<file path="config.mk">
export PLATFORM = sky130hd
export DESIGN_NAME = viu_top
export DESIGN_NICKNAME = d
export VERILOG_FILES = /design/src/core/viu_pkg.sv /design/src/core/viu_top.sv
export SDC_FILE = /design/constraint.sdc
export NUM_CORES = 1
export LEC_CHECK = 0
export BUFFER_PORTS_ARGS = -buffer_cell sky130_fd_sc_hd__buf_4
export CAP_MARGIN = 25
export CORE_MARGIN = 8
export CORE_UTILIZATION = 49
export DETAILED_ROUTE_END_ITERATION = 16
export GPL_TIMING_DRIVEN = 0
export PLACE_DENSITY = 0.85
export SLEW_MARGIN = 40
export SYNTH_ARGS = -nofsm -noshare
export SYNTH_HDL_FRONTEND = slang
export SYNTH_SLANG_ARGS = --single-unit
</file>
<file path="constraint.sdc">
create_clock -name aclk -period 2.4 [get_ports aclk]
set_input_delay 0.48 -clock aclk [delete_from_list [all_inputs] [get_ports aclk]]
set_output_delay 0.48 -clock aclk [all_outputs]
set_load 0.02 [all_outputs]
</file>
<file path="src/core/viu_pkg.sv">
// package of constants and carriers for the vectored interrupt unit
package viu_pkg;

  // ==========================================================
  // source ranking and vectors
  localparam int NSRC = 8;
  localparam logic [7:0] TRAP_OPCODE = 8'h00;
  localparam logic [14:0] ENTRY_ADDR = 15'h00ff;
  localparam real CLK_MHZ = 10.0;
  localparam int ENTRY_TC = 7;
  localparam int ENTRY_CYCLES = ENTRY_TC;
  localparam logic [2:0] ENTRY_LAST = 3'(ENTRY_CYCLES - 1);
  localparam logic [7:0] VEC_TRAP = 8'hfe;
  localparam logic [7:0] VEC_DEFAULT = 8'he0;
  // index 0 is the highest ranked maskable source
  localparam logic [7:0] VEC_OFS [NSRC] = '{8'hfa, 8'hf8, 8'hf6, 8'hf4,
                                             8'hf2, 8'hea, 8'he8, 8'he2};
  localparam logic [7:0] PAGE_LAST = 8'hff;

  // ==========================================================
  // register map
  localparam int ADDR_W = 8;
  localparam logic [7:0] ADDR_CTRL = 8'h00;
  localparam logic [7:0] ADDR_ENABLE = 8'h04;
  localparam logic [7:0] ADDR_PENDING = 8'h08;
  localparam logic [7:0] ADDR_STATUS = 8'h0c;
  localparam int CTRL_GIE_BIT = 0;
  localparam int STAT_TRAP_BIT = 0;
  localparam int STAT_BUSY_BIT = 1;
  localparam int STAT_FAULT_BIT = 2;
  localparam int STAT_ACTIVE_LSB = 8;
  localparam logic [7:0] ENABLE_RST = 8'h00;
  localparam logic [7:0] PENDING_RST = 8'h00;
  localparam logic [1:0] RESP_OKAY = 2'b00;
  localparam logic [1:0] RESP_SLVERR = 2'b10;

  // ==========================================================
  // carriers to and from the instruction sequencer
  typedef struct packed {
    logic boundary;
    logic [7:0] opcode;
    logic [14:0] pc;
    logic vis_exec;
    logic [14:0] vis_pc;
    logic return_from_handler_insn_exec;
    logic clear_trap_pending_insn_exec;
    logic vec_valid;
    logic [7:0] vec_hi;
    logic [7:0] vec_lo;
  } viu_seq_in_t;

  typedef struct packed {
    logic jam;
    logic [7:0] opcode;
    logic push_valid;
    logic [14:0] push_addr;
    logic branch_valid;
    logic [14:0] branch_addr;
    logic entry_busy;
    logic vec_req;
    logic [14:0] vec_addr;
    logic jump_valid;
    logic [14:0] jump_addr;
  } viu_seq_out_t;

  typedef enum logic [1:0] {VIU_IDLE, VIU_ENTRY} viu_entry_t;
  typedef enum logic [1:0] {VIU_VS_IDLE, VIU_VS_WAIT} viu_vis_t;

endpackage

</file>
<file path="src/core/viu_top.sv">
// vectored interrupt unit with axi4-lite register slave
//
// Design decisions made here: the register addresses and register access over AXI4-Lite.
`timescale 1ns/1ps
`default_nettype none
module viu_top (
  input wire logic aclk,
  input wire logic aresetn,
  input wire logic [viu_pkg::NSRC-1:0] src_req,
  input wire viu_pkg::viu_seq_in_t seq_in,
  output viu_pkg::viu_seq_out_t seq_out,
  input wire logic [viu_pkg::ADDR_W-1:0] s_axi_awaddr,
  input wire logic s_axi_awvalid,
  output logic s_axi_awready,
  input wire logic [31:0] s_axi_wdata,
  input wire logic [3:0] s_axi_wstrb,
  input wire logic s_axi_wvalid,
  output logic s_axi_wready,
  output logic [1:0] s_axi_bresp,
  output logic s_axi_bvalid,
  input wire logic s_axi_bready,
  input wire logic [viu_pkg::ADDR_W-1:0] s_axi_araddr,
  input wire logic s_axi_arvalid,
  output logic s_axi_arready,
  output logic [31:0] s_axi_rdata,
  output logic [1:0] s_axi_rresp,
  output logic s_axi_rvalid,
  input wire logic s_axi_rready
);

  // ==========================================================
  // state
  viu_pkg::viu_entry_t state_reg;
  viu_pkg::viu_vis_t vis_reg;
  logic [2:0] cnt_reg;
  logic busy_reg;
  logic gie_reg;
  logic trap_reg;
  logic fault_reg;
  logic [viu_pkg::NSRC-1:0] enable_reg;
  logic [viu_pkg::NSRC-1:0] pend_reg;
  logic [viu_pkg::NSRC-1:0] pend_next;
  logic jam_reg;
  logic push_reg;
  logic [14:0] push_addr_reg;
  logic branch_reg;
  logic vec_req_reg;
  logic [14:0] vec_addr_reg;
  logic jump_reg;
  logic [14:0] jump_addr_reg;
  logic [7:0] op_reg;

  logic [viu_pkg::NSRC-1:0] active;
  logic take_now;
  logic trap_now;
  logic [7:0] sel_ofs;
  logic [6:0] vis_page;

  // ==========================================================
  // axi signals
  logic aw_have_reg;
  logic w_have_reg;
  logic [viu_pkg::ADDR_W-1:0] awaddr_reg;
  logic [31:0] wdata_reg;
  logic [3:0] wstrb_reg;
  logic awready_reg;
  logic wready_reg;
  logic bvalid_reg;
  logic [1:0] bresp_reg;
  logic arready_reg;
  logic rvalid_reg;
  logic [31:0] rdata_reg;
  logic [1:0] rresp_reg;
  logic aw_hs;
  logic w_hs;
  logic ar_hs;
  logic wr_fire;
  logic ctrl_wr;
  logic en_wr;
  logic pend_wr;
  logic stat_wr;
  logic wr_mapped;

  assign aw_hs = s_axi_awvalid && awready_reg;
  assign w_hs = s_axi_wvalid && wready_reg;
  assign ar_hs = s_axi_arvalid && arready_reg;
  assign wr_fire = aw_have_reg && w_have_reg && !bvalid_reg;

  // ==========================================================
  // arbitration
  assign active = enable_reg & pend_reg;
  // decided combinationally at the boundary, so an enable cleared in the same cycle still races
  assign take_now = gie_reg && (|active) && !trap_reg;
  assign trap_now = (seq_in.opcode == viu_pkg::TRAP_OPCODE) && !take_now;

  always_comb begin
    sel_ofs = viu_pkg::VEC_DEFAULT;
    for (int i = viu_pkg::NSRC - 1; i >= 0; i--) begin
      if (active[i]) begin
        sel_ofs = viu_pkg::VEC_OFS[i];
      end
    end
    if (trap_reg) begin
      sel_ofs = viu_pkg::VEC_TRAP;
    end
  end

  // a select on the last byte of a page reads its table from the next page
  always_comb begin
    if (seq_in.vis_pc[7:0] == viu_pkg::PAGE_LAST) begin
      vis_page = 7'(seq_in.vis_pc[14:8] + 7'h01);
    end else begin
      vis_page = seq_in.vis_pc[14:8];
    end
  end

  // ==========================================================
  // entry sequence
  // busy gets its own flop so the sequencer sees a registered level, not a state decode
  always_ff @(posedge aclk) begin
    if (!aresetn) begin
      state_reg <= viu_pkg::VIU_IDLE;
      cnt_reg <= 3'h0;
      busy_reg <= 1'b0;
    end else begin
      case (state_reg)
        viu_pkg::VIU_IDLE: begin
          if (seq_in.boundary && (take_now || trap_now)) begin
            state_reg <= viu_pkg::VIU_ENTRY;
            cnt_reg <= viu_pkg::ENTRY_LAST;
            busy_reg <= 1'b1;
          end
        end
        viu_pkg::VIU_ENTRY: begin
          cnt_reg <= cnt_reg - 3'h1;
          if (cnt_reg == 3'h0) begin
            state_reg <= viu_pkg::VIU_IDLE;
            busy_reg <= 1'b0;
          end
        end
        default: begin
          state_reg <= viu_pkg::VIU_IDLE;
          busy_reg <= 1'b0;
        end
      endcase
    end
  end

  always_ff @(posedge aclk) begin
    if (!aresetn) begin
      jam_reg <= 1'b0;
      push_reg <= 1'b0;
      push_addr_reg <= 15'h0000;
      branch_reg <= 1'b0;
      op_reg <= viu_pkg::TRAP_OPCODE;
    end else begin
      jam_reg <= (state_reg == viu_pkg::VIU_IDLE) && seq_in.boundary && take_now;
      push_reg <= (state_reg == viu_pkg::VIU_IDLE) && seq_in.boundary && (take_now || trap_now);
      if ((state_reg == viu_pkg::VIU_IDLE) && seq_in.boundary) begin
        push_addr_reg <= seq_in.pc;
      end
      branch_reg <= (state_reg == viu_pkg::VIU_ENTRY) && (cnt_reg == 3'h1);
      op_reg <= viu_pkg::TRAP_OPCODE;
    end
  end

  // ==========================================================
  // global enable, trap pending, pending bits
  always_ff @(posedge aclk) begin
    if (!aresetn) begin
      gie_reg <= 1'b0;
    end else if ((state_reg == viu_pkg::VIU_IDLE) && seq_in.boundary && take_now) begin
      gie_reg <= 1'b0;
    end else if (seq_in.return_from_handler_insn_exec) begin
      gie_reg <= 1'b1;
    end else if (ctrl_wr) begin
      gie_reg <= wdata_reg[viu_pkg::CTRL_GIE_BIT];
    end
  end

  always_ff @(posedge aclk) begin
    if (!aresetn) begin
      trap_reg <= 1'b0;
    end else if ((state_reg == viu_pkg::VIU_IDLE) && seq_in.boundary && trap_now) begin
      trap_reg <= 1'b1;
    end else if (seq_in.clear_trap_pending_insn_exec) begin
      trap_reg <= 1'b0;
    end
  end

  // a request in the cycle of a software clear wins; entry never clears it
  always_comb begin
    pend_next = pend_reg;
    if (pend_wr) begin
      pend_next = pend_reg & ~wdata_reg[viu_pkg::NSRC-1:0];
    end
    pend_next = pend_next | src_req;
  end

  always_ff @(posedge aclk) begin
    if (!aresetn) begin
      pend_reg <= viu_pkg::PENDING_RST;
      enable_reg <= viu_pkg::ENABLE_RST;
    end else begin
      pend_reg <= pend_next;
      if (en_wr) begin
        enable_reg <= wdata_reg[viu_pkg::NSRC-1:0];
      end
    end
  end

  // ==========================================================
  // vector select and table fetch
  always_ff @(posedge aclk) begin
    if (!aresetn) begin
      vis_reg <= viu_pkg::VIU_VS_IDLE;
      vec_req_reg <= 1'b0;
      vec_addr_reg <= 15'h0000;
      jump_reg <= 1'b0;
      jump_addr_reg <= 15'h0000;
    end else begin
      vec_req_reg <= 1'b0;
      jump_reg <= 1'b0;
      case (vis_reg)
        viu_pkg::VIU_VS_IDLE: begin
          if (seq_in.vis_exec) begin
            vec_addr_reg <= {vis_page, sel_ofs};
            vec_req_reg <= 1'b1;
            vis_reg <= viu_pkg::VIU_VS_WAIT;
          end
        end
        viu_pkg::VIU_VS_WAIT: begin
          if (seq_in.vec_valid) begin
            jump_addr_reg <= {seq_in.vec_hi[6:0], seq_in.vec_lo};
            jump_reg <= 1'b1;
            vis_reg <= viu_pkg::VIU_VS_IDLE;
          end
        end
        default: vis_reg <= viu_pkg::VIU_VS_IDLE;
      endcase
    end
  end

  // page zero is illegal for the table; flagged, not blocked, so the core does not hang
  always_ff @(posedge aclk) begin
    if (!aresetn) begin
      fault_reg <= 1'b0;
    end else if (seq_in.vis_exec && (vis_reg == viu_pkg::VIU_VS_IDLE) && (vis_page == 7'h00)) begin
      fault_reg <= 1'b1;
    end else if (stat_wr && wdata_reg[viu_pkg::STAT_FAULT_BIT]) begin
      fault_reg <= 1'b0;
    end
  end

  // ==========================================================
  // axi4-lite write path
  always_comb begin
    ctrl_wr = 1'b0;
    en_wr = 1'b0;
    pend_wr = 1'b0;
    stat_wr = 1'b0;
    wr_mapped = 1'b1;
    if (awaddr_reg == viu_pkg::ADDR_CTRL) begin
      ctrl_wr = wr_fire && wstrb_reg[0];
    end else if (awaddr_reg == viu_pkg::ADDR_ENABLE) begin
      en_wr = wr_fire && wstrb_reg[0];
    end else if (awaddr_reg == viu_pkg::ADDR_PENDING) begin
      pend_wr = wr_fire && wstrb_reg[0];
    end else if (awaddr_reg == viu_pkg::ADDR_STATUS) begin
      stat_wr = wr_fire && wstrb_reg[0];
    end else begin
      wr_mapped = 1'b0;
    end
  end

  always_ff @(posedge aclk) begin
    if (!aresetn) begin
      aw_have_reg <= 1'b0;
      awaddr_reg <= '0;
      awready_reg <= 1'b0;
    end else begin
      if (aw_hs) begin
        aw_have_reg <= 1'b1;
        awaddr_reg <= s_axi_awaddr;
      end else if (wr_fire) begin
        aw_have_reg <= 1'b0;
      end
      awready_reg <= !aw_hs && !aw_have_reg && !bvalid_reg;
    end
  end

  always_ff @(posedge aclk) begin
    if (!aresetn) begin
      w_have_reg <= 1'b0;
      wdata_reg <= 32'h0000_0000;
      wstrb_reg <= 4'h0;
      wready_reg <= 1'b0;
    end else begin
      if (w_hs) begin
        w_have_reg <= 1'b1;
        wdata_reg <= s_axi_wdata;
        wstrb_reg <= s_axi_wstrb;
      end else if (wr_fire) begin
        w_have_reg <= 1'b0;
      end
      wready_reg <= !w_hs && !w_have_reg && !bvalid_reg;
    end
  end

  always_ff @(posedge aclk) begin
    if (!aresetn) begin
      bvalid_reg <= 1'b0;
      bresp_reg <= viu_pkg::RESP_OKAY;
    end else if (wr_fire) begin
      bvalid_reg <= 1'b1;
      bresp_reg <= wr_mapped ? viu_pkg::RESP_OKAY : viu_pkg::RESP_SLVERR;
    end else if (s_axi_bready) begin
      bvalid_reg <= 1'b0;
    end
  end

  // ==========================================================
  // axi4-lite read path
  always_ff @(posedge aclk) begin
    if (!aresetn) begin
      arready_reg <= 1'b0;
      rvalid_reg <= 1'b0;
      rdata_reg <= 32'h0000_0000;
      rresp_reg <= viu_pkg::RESP_OKAY;
    end else begin
      arready_reg <= !ar_hs && !rvalid_reg;
      if (ar_hs) begin
        rvalid_reg <= 1'b1;
        rresp_reg <= viu_pkg::RESP_OKAY;
        rdata_reg <= 32'h0000_0000;
        if (s_axi_araddr == viu_pkg::ADDR_CTRL) begin
          rdata_reg[viu_pkg::CTRL_GIE_BIT] <= gie_reg;
        end else if (s_axi_araddr == viu_pkg::ADDR_ENABLE) begin
          rdata_reg[viu_pkg::NSRC-1:0] <= enable_reg;
        end else if (s_axi_araddr == viu_pkg::ADDR_PENDING) begin
          rdata_reg[viu_pkg::NSRC-1:0] <= pend_reg;
        end else if (s_axi_araddr == viu_pkg::ADDR_STATUS) begin
          rdata_reg[viu_pkg::STAT_TRAP_BIT] <= trap_reg;
          rdata_reg[viu_pkg::STAT_BUSY_BIT] <= (state_reg == viu_pkg::VIU_ENTRY);
          rdata_reg[viu_pkg::STAT_FAULT_BIT] <= fault_reg;
          rdata_reg[viu_pkg::STAT_ACTIVE_LSB +: viu_pkg::NSRC] <= active;
        end else begin
          rresp_reg <= viu_pkg::RESP_SLVERR;
        end
      end else if (s_axi_rready) begin
        rvalid_reg <= 1'b0;
      end
    end
  end

  // ==========================================================
  // outputs
  assign s_axi_awready = awready_reg;
  assign s_axi_wready = wready_reg;
  assign s_axi_bvalid = bvalid_reg;
  assign s_axi_bresp = bresp_reg;
  assign s_axi_arready = arready_reg;
  assign s_axi_rvalid = rvalid_reg;
  assign s_axi_rdata = rdata_reg;
  assign s_axi_rresp = rresp_reg;
  assign seq_out = '{jam: jam_reg, opcode: op_reg, push_valid: push_reg,
                     push_addr: push_addr_reg, branch_valid: branch_reg,
                     branch_addr: viu_pkg::ENTRY_ADDR,
                     entry_busy: busy_reg,
                     vec_req: vec_req_reg, vec_addr: vec_addr_reg,
                     jump_valid: jump_reg, jump_addr: jump_addr_reg};
endmodule // viu_top
`default_nettype wire

</file>
## Word-level counts from Yosys, hierarchy flattened

Cells that the tools add are included.

- Bits of input ports: 126
- Word-level logic and storage cells: 173
- Bits in registers: 121

- Bitwise operators: 5
- Multiplexer cells: 65
- Reductions and logical operators: 57
- Add/sub/neg operators: 2
- Eq/ne operators: 14

Operators with widths:

| operator | number |
|---|---|
| $mux W8 | 13 |
| $eq A8 B4 Y1 const B | 4 |
| $mux W1 | 32 |
| $logic_not A8 Y1 | 3 |
| $logic_and A1 B1 Y1 | 23 |
| $mux W2 | 10 |
| $and A8 B8 Y8 | 2 |
| $eq A8 B3 Y1 const B | 2 |
| $reduce_bool A2 Y1 | 8 |
| $mux W15 | 1 |
| $reduce_and A2 Y1 | 7 |
| $logic_not A1 Y1 | 9 |
| $mux W3 | 3 |
| $eq A8 B8 Y1 const B | 1 |
| $ne A2 B2 Y1 const B | 4 |
| $not A8 Y8 | 1 |
| $or A8 B8 Y8 | 1 |
| $pmux W2 S2 | 2 |
| $reduce_or A8 Y1 | 1 |
| $add A7 B1 Y7 const B | 1 |
| $logic_not A7 Y1 | 1 |
| $mux W7 | 1 |
| $pmux W3 S2 | 1 |
| $mux W5 | 1 |
| 9 further kinds | 11 |

## Longest topological paths before layout

Gate-level depths: netlist of run 1.

- Depth in word-level cells: 10
- Gate-level depth with buffers: 6
- Mapped depth without buffers: 5

## Worst setup path before layout of run 1

No wires, ideal clock.

- Kind: input to register
- Start: input port s_axi_araddr[7] in the netlist's numbering
- End: register rdata_reg[10] (netlist: s_axi_rdata[10])
- Setup slack: 0.801 ns
- Required time: 2.338 ns
- Arrival: 1.536 ns
- Cell stages on the path: 6
- Cell sequence: nor4_1 -> nand2_1 -> nor3_1 -> and3_1 -> buf_2 -> a32o_1

- Longest elaborated chain between the ends: 5
- Elaborated cells between the ends (all ways): 8
- Those cells by class: eq/ne: 3; mux: 4; reduce/logical: 1

RTL lines:

| item | line | source |
|---|---|---|
| from (decl) | viu_top.sv:22 | `input wire logic [viu_pkg::ADDR_W-1:0] s_axi_araddr,` |
| $eq A8 B4 Y1 | viu_top.sv:342 | `end else if (s_axi_araddr == viu_pkg::ADDR_STATUS) begin` |
| $mux W8 | viu_top.sv:342 |  |
| $mux W8 | viu_top.sv:340 | `end else if (s_axi_araddr == viu_pkg::ADDR_PENDING) begin` |
| $mux W8 | viu_top.sv:338 | `end else if (s_axi_araddr == viu_pkg::ADDR_ENABLE) begin` |
| $mux W15 * | viu_top.sv:336 | `if (s_axi_araddr == viu_pkg::ADDR_CTRL) begin` |
| to (signal, indexed assignment) | viu_top.sv:337 | `rdata_reg[viu_pkg::CTRL_GIE_BIT] <= gie_reg;` |
| to (signal, indexed assignment) | viu_top.sv:339 | `rdata_reg[viu_pkg::NSRC-1:0] <= enable_reg;` |
| to (signal, indexed assignment) | viu_top.sv:341 | `rdata_reg[viu_pkg::NSRC-1:0] <= pend_reg;` |
| to (decl) | viu_top.sv:72 | `logic [31:0] rdata_reg;` |

Mark *: on every way between the ends. The rest lies on a longest branch, timed or not.
A chain may end at the register's enable or synchronous reset.

## Worst setup path after layout of run 1

- Start: register pend_reg[4] in the netlist's numbering
- End: register busy_reg

- Longest elaborated chain between the ends: 10

RTL lines:

| item | line | source |
|---|---|---|
| from (decl) | viu_top.sv:41 | `logic [viu_pkg::NSRC-1:0] pend_reg;` |
| from (signal assigned) | viu_top.sv:202 | `pend_reg <= viu_pkg::PENDING_RST;` |
| from (signal assigned) | viu_top.sv:205 | `pend_reg <= pend_next;` |
| $and A8 B8 Y8 * | viu_top.sv:91 | `assign active = enable_reg & pend_reg;` |
| $reduce_or A8 Y1 * | viu_top.sv:93 | `assign take_now = gie_reg && (\|active) && !trap_reg;` |
| $logic_and A1 B1 Y1 * (2 in series) | viu_top.sv:93 |  |
| $logic_not A1 Y1 | viu_top.sv:94 | `assign trap_now = (seq_in.opcode == viu_pkg::TRAP_OPCODE) && !take_now;` |
| $logic_and A1 B1 Y1 | viu_top.sv:94 |  |
| $logic_or A1 B1 Y1 * | viu_top.sv:128 | `if (seq_in.boundary && (take_now \|\| trap_now)) begin` |
| $logic_and A1 B1 Y1 * | viu_top.sv:128 |  |
| $ne A2 B2 Y1 (no source line) * | - |  |
| $reduce_and A2 Y1 (no source line) * | - |  |
| to (signal assigned) | viu_top.sv:124 | `busy_reg <= 1'b0;` |
| to (signal assigned) | viu_top.sv:131 | `busy_reg <= 1'b1;` |
| to (signal assigned) | viu_top.sv:138 | `busy_reg <= 1'b0;` |
| to (decl) | viu_top.sv:36 | `logic busy_reg;` |

Marked as above.

==> results.env, run 1 <==
RUN_STATUS='finished clean'
NUM_IO_PINS=241
CLOCK-SKEW-FINAL_NS=0.0109
MAXCAPVIOLATIONS=0
PATH_BUF_INV=0
COUNT_OF_SYNTHESIS_STAGE_WARNINGS_FROM_YOSYS=0
FINAL_CORE_UTILIZATION=0.732
INSERTION_DELAY_NS=0.52
SYNTH_LARGEST_TYPE_AREA_FRACTION=0.467
SETUP_TNS_NS=0
YS_FF_LATCH=113
REMAINING_DRC_ERRORS=0
CTS_MAX_PATH_BUFFERS=2
WORST_PIN_SLEW_NS=0.701
LEAKAGEPOWER_nW=3.09
ROUTE.FINAL.WIRE_LENGTH_MM=15.2
LAYOUT-DRIVE-GT1-SHARE=0.329
TRITONCTS_CLOCK_TREE='yes'
MAX-SLEW-MARGIN-REL=0.533
NFILLCELLS=747
ROUTE.DETAILED.WL_PER_INST_UM=16.2
WORST_HOLD_PATH_TYPE='input pin to flip-flop'
FIN_CELLS=942
WORSTHOLDPATHCELLS=2
CTS_SINKS=113
CRIT_PATH_CELL_TRACE='a222oi_1 -> a311oi_2 -> o21ai_0 -> a21oi_1'
SYNTH_EDF_COUNT=0
HPWLAFTERDP_MM=11.6
DP.CELLS=911
DRT-INITIAL-DRC-COUNT=251
GP_CONGESTION=0.820
FINALCRITICALPERIOD_NS=1.89
LAYOUT.AREA.SEQ_UM2=2260
FINALCRITPERIODSHARE=0.787
PATH_CLASS='flip-flop to flip-flop'
DPL_CELL_AREA_UM2=6440
FINAL-SETUP-VIOL-COUNT=0
DP_SLACK_NS=0.390
MAXCLOCKFREQUENCY_GHz=0.530
WORST_R2R_PATH_DEPTH=4
CORE_REGION_AREA_UM2=9680
FP.DIEAREA_UM2=13300
ANT_NETS=0
WORST_SETUP_HOLD_PATH_CLK_SLEW_NS=0.06
FP-ROW-COUNT=36
SYNTHTOLAYOUTAREAGROWTH_PCT=46.3
CTS.HOLD.BUFFERS_ADDED=0
GRTUSAGETOTAL=0.223
CLOCK_TREE_ROOT_DRIVER_CELL='sky130_fd_sc_hd__clkbuf_8'
VDD_DROP_MAX_V=0.000547
NNETSFINAL=927
WORSTPATHREQUIRED_NS=2.77
POST-CTS-SETUP-BUFFER-COUNT=0
CP_MAX_FO=6
ENDPOINTS_FAILING_HOLD=0
OVERFLOW=0
DR.PASS1.ITERS=9
CRITPATHTOPFAMILY='compound AO/OA/AOI/OAI gates'
POST_SYNTH_INST_COUNT=568
LARGEST_REG_FLOPS=16
SYNTH.AVG_CELL_AREA_UM2=8.53
INITIAL_ANTENNA_VIOLATION_COUNT=0
SYNTH.CELLS.MOST_FREQUENT='sky130_fd_sc_hd__nand2_1 (125), sky130_fd_sc_hd__dfxtp_1 (113), sky130_fd_sc_hd__a21oi_1 (67)'
GRT_START_MAX_NET_PINS=17
DRV_SLEW=0
BUFFER_PORTS.INSERTED=170
SYNTH_AREA_LEADER='sky130_fd_sc_hd__dfxtp_1'
SYNTH_SEQ_AREA_SHARE=0.467
DETAILROUTE.VIA_COUNT=4805
FINALWORSTSETUPSLACK_NS=0.512
POWER.DENSITY_CELL_AREA_nW_PER_UM2=762
SYN_AREA_UM2=4840
CPPEAKSTAGEDELAY_NS=0.64
GRT_PASS1_WL_MM=23.6
HTREE_LEVELS=4
CTS-BUFFERS-INSERTED=17
CRIT_PATH_TOP_DELAY_CELL='sky130_fd_sc_hd__a222oi_1'
MULTIINPUTGATEAREA_UM2=2220
TOTAL_POWER_mW=5.40
SYNTH.TOP_CELLS.BY_AREA='sky130_fd_sc_hd__dfxtp_1 (47%), sky130_fd_sc_hd__nand2_1 (9.7%), sky130_fd_sc_hd__buf_4 (7.7%), sky130_fd_sc_hd__a21oi_1 (6.9%), sky130_fd_sc_hd__o21ai_0 (2.7%)'
CRITICAL_PATH_DEPTH=4
CHIPHEIGHT_UM=115
RSZ_0062_RAISED_AFTER_GLOBAL_ROUTING='false'
FIRST_GLOBAL_VIAS=4885
FINAL_ANTENNA_DIODE_COUNT=0
POST_SYNTH_NUM_CELL_TYPES=58
MAIN_SYNTH_FF_TYPE='sky130_fd_sc_hd__dfxtp_1'
ARRIVAL_TIME_REPORTED_FOR_THE_CRITICAL_PATH_ENDPOINT_NS=2.26
YOSYS.CELL_COUNT.TOP_TYPE='sky130_fd_sc_hd__nand2_1'
CRIT_END_CATEGORY='flip-flop'
NUMBER_OF_VIAS_PER_CELL_AFTER_DETAILED_ROUTING=5.10
START_KIND='flip-flop'
POST_CTS_RESIZE_COUNT=0
FINAL_DESIGN_AREA_NO_FILL_UM2=7090
HOLDWS_NS=0.166
FRACTION_OF_REGISTERS_WITH_ASYNC_SET_RESET=0
FLOORPLAN.INITIALDENSITY=0.500
DIEWIDTH_UM=115
[final timing paths]
check,startpoint,to,slack [ns]
worst max-delay path,pend_reg[4],busy_reg,0.51
worst max register to register,pend_reg[4],busy_reg,0.51
worst min-delay path,src_req[2],pend_reg[2],0.17
worst min register to register,s_axi_rvalid,s_axi_arready,0.45
[worst reg2reg max path, delay by kind of cell (launching register included)]
kind | cells | cell delay [ns]
flip-flops | 1 | 0.35
AO/OA/AOI/OAI | 4 | 1.39
[power by group]
group	leakage (nW)	switching (mW)	internal [mW]
clock	0.303	0.885	1.84
sequential	0.924	0.0633	1.96
combinational	1.86	0.350	0.300
[layout by cell type (no fill, tap or decap), types with 5 or more instances in the layout]
master,count
sky130_fd_sc_hd__xnor2_1,5
sky130_fd_sc_hd__dfxtp_1,113
sky130_fd_sc_hd__a31oi_1,6
sky130_fd_sc_hd__nand2_1,125
sky130_fd_sc_hd__conb_1,42
sky130_fd_sc_hd__a22oi_1,6
sky130_fd_sc_hd__a21boi_0,7
sky130_fd_sc_hd__a21oi_1,67
sky130_fd_sc_hd__inv_1,9
sky130_fd_sc_hd__nor2b_1,6
sky130_fd_sc_hd__nor2_1,23
sky130_fd_sc_hd__a22o_1,5
sky130_fd_sc_hd__clkbuf_1,20
sky130_fd_sc_hd__a32o_1,8
sky130_fd_sc_hd__clkbuf_16,16
sky130_fd_sc_hd__a211oi_1,7
sky130_fd_sc_hd__and2_1,5
sky130_fd_sc_hd__nor3_1,7
sky130_fd_sc_hd__o21ai_0,26
sky130_fd_sc_hd__o21a_1,10
sky130_fd_sc_hd__buf_4,220
sky130_fd_sc_hd__bufinv_16,5
[cell type report]
type,instances,area share
multi-input combinational,409,0.313
tap,133,0.0235
inverter,10,0.00530
timing repair buffer,170,0.180
clock buffer,19,0.0623
clock inverter,12,0.0291
sequential,113,0.319
buffer,76,0.0671
[metal layers]
metal  GRT usage  wire, um  vias up
met3      0.0818      1400       27
li1            -         -     2334
met4      0.0911       306        0
met5           0         0        -
met2       0.384      7600      222
met1       0.244      5920     2222
[logic make-up after synthesis]
| family | count (synthesis) | synth area share |
|---|---|---|
| adders and majority gates | 4 | 0.0103 |
| DFF | 113 | 0.467 |
| muxes | 5 | 0.0134 |
| AOI/OAI and AO/OA | 157 | 0.205 |
| and+or+nand+nor | 194 | 0.185 |
| other | 2 | 0.00155 |
| xor gates and xnor gates | 7 | 0.0127 |
| buffers and inverters | 86 | 0.106 |
Power figures use the tool's default switching activity.
==> inputs of run 2 (changes only) <==
--- a/config.mk
+++ b/config.mk
@@ -8,10 +8,10 @@
 export BUFFER_PORTS_ARGS = -buffer_cell sky130_fd_sc_hd__buf_4
 export CAP_MARGIN = 25
 export CORE_MARGIN = 8
-export CORE_UTILIZATION = 49
+export CORE_UTILIZATION = 46
 export DETAILED_ROUTE_END_ITERATION = 16
 export GPL_TIMING_DRIVEN = 0
-export PLACE_DENSITY = 0.85
+export PLACE_DENSITY = 0.8
 export SLEW_MARGIN = 40
 export SYNTH_ARGS = -nofsm -noshare
 export SYNTH_HDL_FRONTEND = slang
==> constraint.sdc (replaced) <==
create_clock -name aclk -period 1.77 [get_ports aclk]
set_input_delay 0.354 -clock aclk [delete_from_list [all_inputs] [get_ports aclk]]
set_output_delay 0.354 -clock aclk [all_outputs]
set_load 0.02 [all_outputs]
==> run 2 against run 1 <==
  * Hold slack worse by 0.10 ns
  * Core utilization is 4.2 points lower
  * Flip-flop and latch count stayed put
  * Combinational power is 35% higher
  * Worst setup slack worse by 0.39 ns
  * Die area is 5.6% higher
  * Count of clock-buffer cells in the layout is 3 higher
  * Final cell count is 0.74% higher
  * Global-route usage is 2.0 points lower
  * Maximum frequency is 15% higher
  * Non-clock buffer count is 3 higher
==> results.env, run 2 (same netlist as run 1, synthesis figures left out) <==
RUN_STATUS='finished clean'
PATH_CLASS='flip-flop to flip-flop'
RSZ_0062_RAISED_AFTER_GLOBAL_ROUTING='false'
FINALCRITPERIODSHARE=0.930  # +0.143
CLOCK_TREE_ROOT_DRIVER_CELL='sky130_fd_sc_hd__clkbuf_8'
PATH_BUF_INV=0  # unchanged
LARGEST_REG_FLOPS=16  # unchanged
HTREE_LEVELS=4  # unchanged
P_SEQ_FRAC=0.389  # +0.015
CORE_REGION_AREA_UM2=10300  # +6.1%
INITIAL_ANTENNA_VIOLATION_COUNT=0  # unchanged
GP_CONGESTION=0.840  # +2.4%
CTS_MAX_PATH_BUFFERS=2  # unchanged
ANT_NETS=0  # unchanged
DR.PASS1.ITERS=5  # -4
HPWLAFTERDP_MM=11.4  # -1.2%
DETAILROUTE.VIA_COUNT=4756  # -1.0%
FLOORPLAN.INITIALDENSITY=0.471  # -0.0289
VDD_DROP_MAX_V=0.000627  # +15%
FINALCRITICALPERIOD_NS=1.65  # -0.242 ns
WORSTPATHREQUIRED_NS=2.16  # -0.61 ns
FP-ROW-COUNT=37  # +2.8%
SHARE_OF_TOTAL_POWER_CONSUMED_BY_NET_SWITCHING=0.241  # about the same
GRTUSAGETOTAL=0.203  # -0.0201
START_KIND='flip-flop'
POWER.NET_SWITCHING_mW=1.69  # +30%
FINAL_ANTENNA_DIODE_COUNT=0  # unchanged
CRIT_PATH_TOP_DELAY_CELL='sky130_fd_sc_hd__nor4_4'
TRITONCTS_CLOCK_TREE='yes'
NNETSFINAL=930  # +0.32%
LAYOUT.CELLS.MOST_COMMON='sky130_fd_sc_hd__buf_4'
NUMBER_OF_VIAS_PER_CELL_AFTER_DETAILED_ROUTING=5.01  # -1.7%
GRT_START_MAX_NET_PINS=17  # unchanged
FIRST_GLOBAL_VIAS=4842  # -0.88%
WORST_SETUP_HOLD_PATH_CLK_SLEW_NS=0.05  # about the same
SETUP_TNS_NS=0  # unchanged
LEAKAGEPOWER_nW=3.11  # +0.54%
MAX-SLEW-MARGIN-REL=0.547  # +0.0144
DRV_SLEW=0  # unchanged
NUM_IO_PINS=241  # unchanged
LAYOUT-DRIVE-GT1-SHARE=0.332  # +0.00330
CP_MAX_FO=8  # +2
INSERTION_DELAY_NS=0.50  # -0.02 ns
REMAINING_DRC_ERRORS=0  # unchanged
CTS-BUFFERS-INSERTED=17  # unchanged
CRIT_END_CATEGORY='flip-flop'
FP.DIEAREA_UM2=14100  # +5.6%
POWER_FRAC_CLOCK=0.486  # -0.020
HOLDWS_NS=0.0642  # -0.102 ns
GRT_PASS1_WL_MM=23.7  # +0.21%
CPPEAKSTAGEDELAY_NS=0.36  # -0.28 ns
DRT-INITIAL-DRC-COUNT=233  # -7.2%
DIEWIDTH_UM=119  # +2.8%
FINAL-SETUP-VIOL-COUNT=0  # unchanged
MAXCLOCKFREQUENCY_GHz=0.608  # +15%
MAXCAPVIOLATIONS=0  # unchanged
CRITPATHTOPFAMILY='simple AND/OR/NAND/NOR gates'
INTERNAL-POWER_mW=5.34  # +30%
OVERFLOW=0  # unchanged
ARRIVAL_TIME_REPORTED_FOR_THE_CRITICAL_PATH_ENDPOINT_NS=2.03  # -0.23 ns
MOST-COMMON-LAYOUT-CELLS='sky130_fd_sc_hd__buf_4 (223), sky130_fd_sc_hd__nand2_1 (125), sky130_fd_sc_hd__dfxtp_1 (113), sky130_fd_sc_hd__a21oi_1 (67), sky130_fd_sc_hd__conb_1 (42)'
POWER.DENSITY_CELL_AREA_nW_PER_UM2=993  # +30%
COMBPWRFRAC=0.124  # +0.004
ROUTE.FINAL.WIRE_LENGTH_MM=14.8  # -2.9%
CLOCK-SKEW-FINAL_NS=0.00772  # -0.00317 ns
CTS_SINKS=113  # unchanged
ROUTE.DETAILED.WL_PER_INST_UM=15.6  # -3.6%
SYNTHTOLAYOUTAREAGROWTH_PCT=46.3  # unchanged
WORST_HOLD_PATH_TYPE='input pin to flip-flop'
RRSETUPSLACK_NS=0.12  # -0.39 ns
ENDPOINTS_FAILING_HOLD=0  # unchanged
CRIT_PATH_CELL_TRACE='nor4_4 -> nand3_2 -> nor3b_4 -> a21boi_0 -> o21a_1'
CHIPHEIGHT_UM=119  # +2.8%
WORST_PIN_SLEW_NS=0.679  # -0.0216 ns
BUFFER_PORTS.INSERTED=170  # unchanged
==> run 2: area by class of cell <==
cell class | instances | area (um2)
Buffer | 76 | 477
Clock buffer | 22 | 473
Clock inverter | 10 | 131
Fill cell | 832 | 3190
Inverter | 10 | 37.5
Multi-Input combinational cell | 409 | 2240
Sequential cell | 113 | 2260
Tap cell | 136 | 170
Timing Repair Buffer | 173 | 1300
==> run 2: power by group through the flow <==
stage,sequential (mW),clock [mW],combinational [mW]
after floorplan,2.85,0,0.416
after global placement,2.78,0,0.848
after detailed placement,2.79,0,0.866
after CTS,2.74,3.44,0.871
after global routing,2.75,3.58,0.951
final,2.74,3.42,0.876
==> run 2: metrics by stage <==
step	setup WS (ns)	utilization	power [mW]	instance area, um2	instances
after floorplan	0.266	-	3.26	4990	608
after global placement	-0.0725	0.627	3.63	6440	914
after detailed placement	-0.104	0.627	3.66	6440	914
after CTS	0.0545	0.688	7.05	7070	948
after global routing	0.00190	0.689	7.29	7090	949
final	0.124	0.689	7.04	7090	949
==> run 2: worst paths after layout <==
path,cells past startpoint,from,endpoint
max,5,awaddr_reg[4],pend_reg[4]
min,2,src_req[2],pend_reg[2]
max reg2reg,5,awaddr_reg[4],pend_reg[4]
min reg2reg,1,s_axi_rvalid,s_axi_arready
==> run 2: what timing repair did <==
action | CTS | global route
gates resized for setup | 1 | 4
setup endpoints to repair | 4 | 11
buffers inserted | 2 | 1
endpoints found under the hold margin | 0 | 0
hold buffers | 0 | 0
pin swaps | 1 | 3
==> run 2: worst reg2reg max path, stage by stage, from the launching register on <==
cell                       delay (ns)
sky130_fd_sc_hd__dfxtp_1         0.33
sky130_fd_sc_hd__nor4_4          0.36
sky130_fd_sc_hd__nand3_2         0.17
sky130_fd_sc_hd__nor3b_4         0.35
sky130_fd_sc_hd__a21boi_0        0.15
sky130_fd_sc_hd__o21a_1          0.18
==> run 2: metal layers <==
layer	part of all wire	GRT usage	up-vias	routed length, um
li1	-	-	2338	-
met1	0.41	0.227	2184	6080
met2	0.49	0.351	209	7290
met3	0.075	0.0743	25	1110
met4	0.020	0.0688	0	297
met5	0	0	-	0
